File: src/common/ifsb_cfg.svh
// Offsets, bit positions and reset values of the interrupt flag status bank.
`ifndef IFSB_CFG_SVH
`define IFSB_CFG_SVH

// ----------------------------------------------------------------------------
// Register byte offsets
// ----------------------------------------------------------------------------
`define IFSB_OFS_FLAGS0      8'h00
`define IFSB_OFS_FLAGS1      8'h04
`define IFSB_OFS_MASK0       8'h08
`define IFSB_OFS_MASK1       8'h0c

// ----------------------------------------------------------------------------
// Flag positions in interrupt_flags_0
// ----------------------------------------------------------------------------
`define IFSB_BIT_EXT_INPUT0  0
`define IFSB_BIT_CAPTURE1    1
`define IFSB_BIT_COMPARE1    2

// ----------------------------------------------------------------------------
// Flag positions in interrupt_flags_1
// ----------------------------------------------------------------------------
`define IFSB_BIT_COMPARE3    9
`define IFSB_BIT_COMPARE4    10
`define IFSB_BIT_TIMER_FOUR  11
`define IFSB_BIT_TIMER_FIVE  12
`define IFSB_BIT_EXT_INPUT2  13
`define IFSB_BIT_SERIAL2_RX  14
`define IFSB_BIT_SERIAL2_TX  15

// ----------------------------------------------------------------------------
// Implemented bits and reset values
// ----------------------------------------------------------------------------
`define IFSB_IMPL0           16'h0007
`define IFSB_IMPL1           16'hfe00
`define IFSB_FLAGS_RST       16'h0000
`define IFSB_MASK_RST        16'h0000

`endif

File: src/common/ifsb_pkg.sv
// Types shared by the interrupt flag status bank.
package ifsb_pkg;

	// ------------------------------------------------------------------------
	// Bus phase tracking
	// ------------------------------------------------------------------------
	typedef enum logic [3:0] {
		ST_IDLE      = 4'b0001,
		ST_WRITE     = 4'b0010,
		ST_READ_WAIT = 4'b0100,
		ST_READ_DATA = 4'b1000
	} ifsb_state_t;

	typedef logic [15:0] ifsb_word_t;

endpackage : ifsb_pkg

File: src/logic/ifsb_top.sv
// Interrupt flag status bank with an AHB-Lite register slave and interrupt output.

`include "ifsb_cfg.svh"

module ifsb_top
	import ifsb_pkg::*;
#(
	parameter int ADDR_W = 32
) (
	input  wire logic              SYS_CLK,
	input  wire logic              RST_N,
	input  wire logic              HSEL,
	input  wire logic [ADDR_W-1:0] HADDR,
	input  wire logic [1:0]        HTRANS,
	input  wire logic              HWRITE,
	input  wire logic [2:0]        HSIZE,
	input  wire logic [31:0]       HWDATA,
	input  wire logic              HREADY,
	output logic      [31:0]       HRDATA,
	output logic                   HREADYOUT,
	output logic                   HRESP,
	input  wire logic              EXT_INPUT0_REQ,
	input  wire logic              CAPTURE1_REQ,
	input  wire logic              COMPARE1_REQ,
	input  wire logic              COMPARE3_REQ,
	input  wire logic              COMPARE4_REQ,
	input  wire logic              TIMER_FOUR_REQ,
	input  wire logic              TIMER_FIVE_REQ,
	input  wire logic              EXT_INPUT2_REQ,
	input  wire logic              SERIAL2_RX_REQ,
	input  wire logic              SERIAL2_TX_REQ,
	output logic                   IRQ
);

	// ------------------------------------------------------------------------
	// Declarations
	// ------------------------------------------------------------------------
	localparam ifsb_word_t IMPL0 = `IFSB_IMPL0;
	localparam ifsb_word_t IMPL1 = `IFSB_IMPL1;
	localparam ifsb_word_t FLAGS_RST = `IFSB_FLAGS_RST;

	ifsb_state_t state;
	ifsb_state_t next_state;
	logic [7:0]  addr_q;
	logic        take;
	ifsb_word_t  flags0;
	ifsb_word_t  flags1;
	ifsb_word_t  mask0;
	ifsb_word_t  mask1;
	ifsb_word_t  evt0;
	ifsb_word_t  evt1;
	ifsb_word_t  clr0;
	ifsb_word_t  clr1;
	logic        wr_now;
	logic [31:0] next_rdata;

	// ------------------------------------------------------------------------
	// Bus phase tracking
	// ------------------------------------------------------------------------
	// Reads take one wait state so that a read right after a write sees it.
	assign take = HSEL && HTRANS[1] && HREADY;

	always_comb begin
		next_state = state;
		unique case (state)
			ST_IDLE, ST_WRITE, ST_READ_DATA: begin
				if (take) begin
					next_state = HWRITE ? ST_WRITE : ST_READ_WAIT;
				end else if (HREADY) begin
					next_state = ST_IDLE;
				end
			end
			ST_READ_WAIT: begin
				next_state = ST_READ_DATA;
			end
			default: begin
				next_state = ST_IDLE;
			end
		endcase
	end

	always_ff @(posedge SYS_CLK) begin
		if (!RST_N) begin
			state <= ST_IDLE;
		end else begin
			state <= next_state;
		end
	end

	always_ff @(posedge SYS_CLK) begin
		if (!RST_N) begin
			addr_q <= 8'h00;
		end else if (take) begin
			addr_q <= HADDR[7:0];
		end
	end

	always_ff @(posedge SYS_CLK) begin
		if (!RST_N) begin
			HREADYOUT <= 1'b1;
		end else begin
			HREADYOUT <= (next_state != ST_READ_WAIT);
		end
	end

	// Only OKAY responses; unmapped offsets read zero and ignore writes.
	always_ff @(posedge SYS_CLK) begin
		if (!RST_N) begin
			HRESP <= 1'b0;
		end else begin
			HRESP <= 1'b0;
		end
	end

	// ------------------------------------------------------------------------
	// Write decode
	// ------------------------------------------------------------------------
	// Writing a one to a flag clears it.
	assign wr_now = (state == ST_WRITE) && HREADY;

	always_comb begin
		clr0 = 16'h0000;
		clr1 = 16'h0000;
		if (wr_now && addr_q == `IFSB_OFS_FLAGS0) begin
			clr0 = HWDATA[15:0];
		end
		if (wr_now && addr_q == `IFSB_OFS_FLAGS1) begin
			clr1 = HWDATA[15:0];
		end
	end

	always_ff @(posedge SYS_CLK) begin
		if (!RST_N) begin
			mask0 <= `IFSB_MASK_RST;
			mask1 <= `IFSB_MASK_RST;
		end else if (wr_now) begin
			if (addr_q == `IFSB_OFS_MASK0) begin
				mask0 <= HWDATA[15:0] & IMPL0;
			end
			if (addr_q == `IFSB_OFS_MASK1) begin
				mask1 <= HWDATA[15:0] & IMPL1;
			end
		end
	end

	// ------------------------------------------------------------------------
	// Request sources
	// ------------------------------------------------------------------------
	always_comb begin
		evt0 = 16'h0000;
		evt1 = 16'h0000;
		evt0[`IFSB_BIT_COMPARE1]   = COMPARE1_REQ;
		evt0[`IFSB_BIT_CAPTURE1]   = CAPTURE1_REQ;
		evt0[`IFSB_BIT_EXT_INPUT0] = EXT_INPUT0_REQ;
		evt1[`IFSB_BIT_TIMER_FIVE] = TIMER_FIVE_REQ;
		evt1[`IFSB_BIT_TIMER_FOUR] = TIMER_FOUR_REQ;
		evt1[`IFSB_BIT_COMPARE4]   = COMPARE4_REQ;
		evt1[`IFSB_BIT_COMPARE3]   = COMPARE3_REQ;
		evt1[`IFSB_BIT_EXT_INPUT2] = EXT_INPUT2_REQ;
		evt1[`IFSB_BIT_SERIAL2_RX] = SERIAL2_RX_REQ;
		evt1[`IFSB_BIT_SERIAL2_TX] = SERIAL2_TX_REQ;
	end

	// ------------------------------------------------------------------------
	// Sticky flags
	// ------------------------------------------------------------------------
	// A request in the cycle of its clear keeps the flag set.
	genvar i;
	generate
		for (i = 0; i < 16; i++) begin : g_flag
			if (IMPL0[i]) begin : g_f0
				always_ff @(posedge SYS_CLK) begin
					if (!RST_N) begin
						flags0[i] <= FLAGS_RST[i];
					end else begin
						flags0[i] <= (flags0[i] & ~clr0[i]) | evt0[i];
					end
				end
			end else begin : g_u0
				assign flags0[i] = 1'b0;
			end
			if (IMPL1[i]) begin : g_f1
				always_ff @(posedge SYS_CLK) begin
					if (!RST_N) begin
						flags1[i] <= FLAGS_RST[i];
					end else begin
						flags1[i] <= (flags1[i] & ~clr1[i]) | evt1[i];
					end
				end
			end else begin : g_u1
				assign flags1[i] = 1'b0;
			end
		end
	endgenerate

	// ------------------------------------------------------------------------
	// Read data and interrupt
	// ------------------------------------------------------------------------
	always_comb begin
		next_rdata = 32'h0000_0000;
		unique case (addr_q)
			`IFSB_OFS_FLAGS0: next_rdata = {16'h0000, flags0};
			`IFSB_OFS_FLAGS1: next_rdata = {16'h0000, flags1};
			`IFSB_OFS_MASK0:  next_rdata = {16'h0000, mask0};
			`IFSB_OFS_MASK1:  next_rdata = {16'h0000, mask1};
			default:          next_rdata = 32'h0000_0000;
		endcase
	end

	always_ff @(posedge SYS_CLK) begin
		if (!RST_N) begin
			HRDATA <= 32'h0000_0000;
		end else if (state == ST_READ_WAIT) begin
			HRDATA <= next_rdata;
		end
	end

	always_ff @(posedge SYS_CLK) begin
		if (!RST_N) begin
			IRQ <= 1'b0;
		end else begin
			IRQ <= |((flags0 & mask0) | (flags1 & mask1));
		end
	end

	// ------------------------------------------------------------------------
	// Assertions
	// ------------------------------------------------------------------------
	a_cmp1_flag_set: assert property (
		@(posedge SYS_CLK) disable iff (!RST_N)
		COMPARE1_REQ |=> flags0[`IFSB_BIT_COMPARE1] && ($past(flags0) & ~IMPL0) == 16'h0000)
		else $error("compare 1 request did not set its flag");

	a_cap1_flag_hold: assert property (
		@(posedge SYS_CLK) disable iff (!RST_N)
		(flags0[`IFSB_BIT_CAPTURE1] && !clr0[`IFSB_BIT_CAPTURE1])
		|=> flags0[`IFSB_BIT_CAPTURE1])
		else $error("capture 1 flag dropped without a clear");

	a_ext0_read_back: assert property (
		@(posedge SYS_CLK) disable iff (!RST_N)
		(state == ST_READ_WAIT && addr_q == `IFSB_OFS_FLAGS0)
		|=> HRDATA[`IFSB_BIT_EXT_INPUT0] == $past(flags0[`IFSB_BIT_EXT_INPUT0]) && HREADYOUT)
		else $error("external input 0 flag read back wrong");

	a_tmr5_flag_set: assert property (
		@(posedge SYS_CLK) disable iff (!RST_N)
		$rose(TIMER_FIVE_REQ) |=> $past(TIMER_FIVE_REQ) && flags1[`IFSB_BIT_TIMER_FIVE])
		else $error("timer five request did not set its flag");

	a_tmr4_clear: assert property (
		@(posedge SYS_CLK) disable iff (!RST_N)
		(clr1[`IFSB_BIT_TIMER_FOUR] && !TIMER_FOUR_REQ) |=> !flags1[`IFSB_BIT_TIMER_FOUR])
		else $error("timer four flag not cleared by a one written");

	a_cmp4_set_wins: assert property (
		@(posedge SYS_CLK) disable iff (!RST_N)
		(clr1[`IFSB_BIT_COMPARE4] && COMPARE4_REQ) |=> flags1[`IFSB_BIT_COMPARE4])
		else $error("compare 4 request lost to a clear");

	a_cmp3_read_back: assert property (
		@(posedge SYS_CLK) disable iff (!RST_N)
		(state == ST_READ_WAIT && addr_q == `IFSB_OFS_FLAGS1)
		|=> HRDATA[`IFSB_BIT_COMPARE3] == $past(flags1[`IFSB_BIT_COMPARE3])
		&& HRDATA[8:0] == 9'h000 && HRDATA[31:16] == 16'h0000)
		else $error("compare 3 flag read back wrong");

	a_reset_clears: assert property (
		@(posedge SYS_CLK)
		!RST_N |=> flags0 == 16'h0000 && flags1 == 16'h0000 && !IRQ && HREADYOUT)
		else $error("flags not clear after reset");

	a_irq_follows: assert property (
		@(posedge SYS_CLK) disable iff (!RST_N)
		##1 IRQ == $past(|((flags0 & mask0) | (flags1 & mask1))))
		else $error("interrupt output does not follow masked flags");

	a_read_wait_one: assert property (
		@(posedge SYS_CLK) disable iff (!RST_N)
		!HREADYOUT |=> HREADYOUT)
		else $error("read wait state lasted more than one cycle");

	a_flags0_upper_zero: assert property (
		@(posedge SYS_CLK) disable iff (!RST_N)
		(state == ST_READ_WAIT && addr_q == `IFSB_OFS_FLAGS0)
		|=> HRDATA[31:3] == 29'h0)
		else $error("unimplemented bits of flag register 0 read nonzero");

	a_cmp1_clear: assert property (
		@(posedge SYS_CLK) disable iff (!RST_N)
		(clr0[`IFSB_BIT_COMPARE1] && !COMPARE1_REQ) |=> !flags0[`IFSB_BIT_COMPARE1])
		else $error("compare 1 flag not cleared by a one written");

	a_write_no_wait: assert property (
		@(posedge SYS_CLK) disable iff (!RST_N)
		state == ST_WRITE |-> HREADYOUT)
		else $error("write data phase was stretched");

endmodule : ifsb_top

File: config.mk
export PLATFORM = sky130hd
export DESIGN_NAME = ifsb_top
export DESIGN_NICKNAME = d
export VERILOG_FILES = /design/src/common/ifsb_pkg.sv /design/src/logic/ifsb_top.sv
export VERILOG_INCLUDE_DIRS = /design/src /design/src/common
export SDC_FILE = /design/constraint.sdc
export NUM_CORES = 1
export LEC_CHECK = 0
export BUFFER_PORTS_ARGS = -buffer_cell sky130_fd_sc_hd__buf_4
export CORE_MARGIN = 1.5
export CORE_UTILIZATION = 34
export CTS_BUF_LIST = sky130_fd_sc_hd__clkbuf_4 sky130_fd_sc_hd__clkbuf_8
export DETAILED_ROUTE_END_ITERATION = 8
export PLACE_DENSITY = 0.72
export SETUP_SLACK_MARGIN = 0.2
export SYNTH_ARGS = -nofsm -noshare
export SYNTH_HDL_FRONTEND = slang
export SYNTH_SLANG_ARGS = --single-unit
File: constraint.sdc
create_clock -name SYS_CLK -period 4.68 [get_ports SYS_CLK]
set_clock_uncertainty 0.1 [all_clocks]
set_input_delay 0.702 -clock SYS_CLK [delete_from_list [all_inputs] [get_ports SYS_CLK]]
set_output_delay 0.702 -clock SYS_CLK [all_outputs]
set_load 0.01 [all_outputs]
==> impl_results.md <==
- Die area: 6678 um^2
- Post-Syn Area: 2107 um^2
- Global Route Usage Sum: 15.09%
- Top-Level Pins: 119
- Iter 0 DRT Violations: 94
- WS Path Type: reg2reg
- Vias in the first global route: 1684
- Cts repair resizes: 0
- Reg2reg setup slack: 2.30 ns
- Syn avg cell area: 8.635 um^2
- Fin util: 41.91%
- Status: finished clean
- Async set or reset register ratio after synthesis: 0%
- Clock Root Buffer: clkbuf_8
- Post-Synthesis Cells: 244
- Final ANT Viol Nets: 0
- Synth Warn #: 0
- Hpwl dp: 3427 um
- Site row count: 28
- Fin crit period: 2.378 ns
- Crit end category: flip-flop
- GR Overflow Total: 0
- First-pass GRT wire length: 7672 um
- Worst Tran Pin Value: 0.9025 ns
- Total power draw: 0.7012 mW
- CP startpoint: addr_q[3]
- CTS max path bufs: 2
- CTS Hold Bufs: 0
- Finished Layout Cells: 360
- Max Clk Rate: 420.5 MHz
- Worst R2R End: flags1[15]
- Die width: 81.72 um
- Vias: 1788
- R2R depth: 3
- Nets@finish: 369
- ANT cells: 0
- PD cells: 280.9 nW/um^2
- Synth Register Bits: 44
- Peak VDD IR: 0.1303 mV
- Final worst slack: 2.302 ns
- Max_slew headroom: 39.33%
- TritonCTS buffer count: 5
- CTS tree: yes
- Leakage: 0.9870 nW
- Detailed Routing Iterations Pass 1: 4
- Placed Cells: 353
- H-tree depth: 2
- Layout cell share with drive strength beyond 1: 25.26%
- CP arrival: 2.43 ns
- Clock Sinks: 44
- Core Region: 5956 um^2
- Hold Violations, Final: 0
- Area growth syn-to-layout: 18.47%
- Startpoint type of the worst setup path: flip-flop
- Port Buffers: 45
- Via density: 4.967
- Worst hold path class: reg2reg
- Clock transition at the registers of the reported paths: 0.08 ns
- Worst-path fanout max: 15
- Final wirelength: 4674 um
- Remaining DRCs: 0
- Max Slew Vio Count: 0
- Setup bufs post-CTS: 0
- Pre-CTS setup slack: 2.322 ns
- FF-to-FF Start: addr_q[3]
- Crit path to: flags1[15]
- Synth Flop Type: dfxtp_1
- RSZ-0062 raised after global routing: no
- Distinct cells, synth: 37
- Antenna violations before repair: 0
- Per-cell routed wire length: 12.98 um
- RePlAce Congestion: 0.7944
- CP Data Required Time: 4.73 ns
- Clock latency at the later pin of the worst-skew pair: 0.29 ns
- Part of the cycle the worst path needs: 50.81%
- Height of the die: 81.72 um
- Largest net degree at the start of global routing: 34
- Sequential element share of the synthesized area: 41.81%
- Final setup TNS: 0 ns
- Initial Utilization: 35.38%
- Setup violations, final: 0
- Number of synthesized flops with an enable pin: 0
- Max-cap viol count: 0
-- how the worst min path moves through the flow --
stage	startpoint	endpoint	slack [ns]	cells after the start
2_1_floorplan	mask1[15]	mask1[15]	0.34	2
3_3_place_gp	HRDATA[13]	HRDATA[13]	0.34	2
3_5_place_dp	HRDATA[12]	HRDATA[12]	0.35	2
4_1_cts	HRDATA[10]	HRDATA[10]	0.36	2
5_1_grt	HRDATA[11]	HRDATA[11]	0.38	2
6_report	HRDATA[10]	HRDATA[10]	0.36	2
-- per-layer routing --
layer  GRT usage [%]  vias up  part of all wire (%)
met3           3.444        8                   6.7
met2           25.25       65                    47
li1                -      891                     -
met5               0        -                     0
met4           5.763        0                   1.7
met1           18.73      824                    45
-- where the power goes --
| group | internal, mW | leakage [nW] | switching, mW |
|---|---|---|---|
| logic | 0.0358 | 0.584 | 0.0418 |
| registers | 0.384 | 0.359 | 0.00974 |
| clock network | 0.107 | 0.0445 | 0.123 |
| total | 0.527 | 0.987 | 0.175 |
-- per-stage QoR --
step,area [um^2],hold slack (ns)
finish,2496,0.3569
CTS,2496,0.3584
global placement,2415,0.3434
floorplan,2190,0.3440
detailed placement,2415,0.3476
global route,2496,0.3761
-- flip-flops by register name, summed over array words and instances (netlist names) --
signal,count
state,4
mask0,3
flags1,7
mask1,7
flags0,3
HRDATA,10
IRQ,1
addr_q,8
HREADYOUT,1
-- cell usage after synthesis (2+ instances only) --
cell,number,area (um^2)
mux2i_1,11,110.1
o21ai_0,11,55.05
nor4_1,2,12.51
mux2_2,10,112.6
nand2_1,46,172.7
nor2_1,4,15.01
or4b_2,3,30.03
a31oi_1,11,68.82
dfxtp_1,44,880.8
inv_1,12,45.04
nor2b_1,2,12.51
a22o_1,2,17.52
buf_4,23,172.7
clkbuf_1,10,37.54
a221oi_1,2,17.52
a21oi_1,19,95.09
nor4_2,3,37.54
nand4_1,10,62.56
-- cell families (layout without fill, tap and decap cells) --
logic type	count (synthesis)	in the layout	synth area share, %
AND/OR/NAND/NOR	82	82	21.20
AO/OA/AOI/OAI	49	49	13.54
buffers and inverters	46	65	12.29
flip-flops	44	44	41.80
multiplexers	21	21	10.57
other	1	23	0.1780
XOR/XNOR	1	1	0.4158
-- final cells by class --
cell class | count | area, um^2
clock inverter | 1 | 5.005
timing repair buffer | 46 | 345.3
fill | 622 | 3460
clock buffer | 6 | 76.32
multi-input combinational | 176 | 1050
sequential | 44 | 880.8
inverter | 12 | 45.04
tap | 75 | 93.84
-- critical path, cell delays in order, from the launching register on --
cell     delay [ns]
dfxtp_1        0.51
or4b_2         0.75
nor4_2         0.70
a31oi_1        0.17
-- layout by cell type (no fill, tap or decap), drive strengths merged, types with 11 or more instances in the layout --
cell type | synthesis | routed
a31oi | 11 | 11
nand2 | 46 | 46
inv | 12 | 12
a21oi | 19 | 19
conb | 1 | 23
o21ai | 11 | 11
buf | 24 | 46
dfxtp | 44 | 44
mux2i | 11 | 11
No activity file was read; power rests on OpenSTA's default activity.
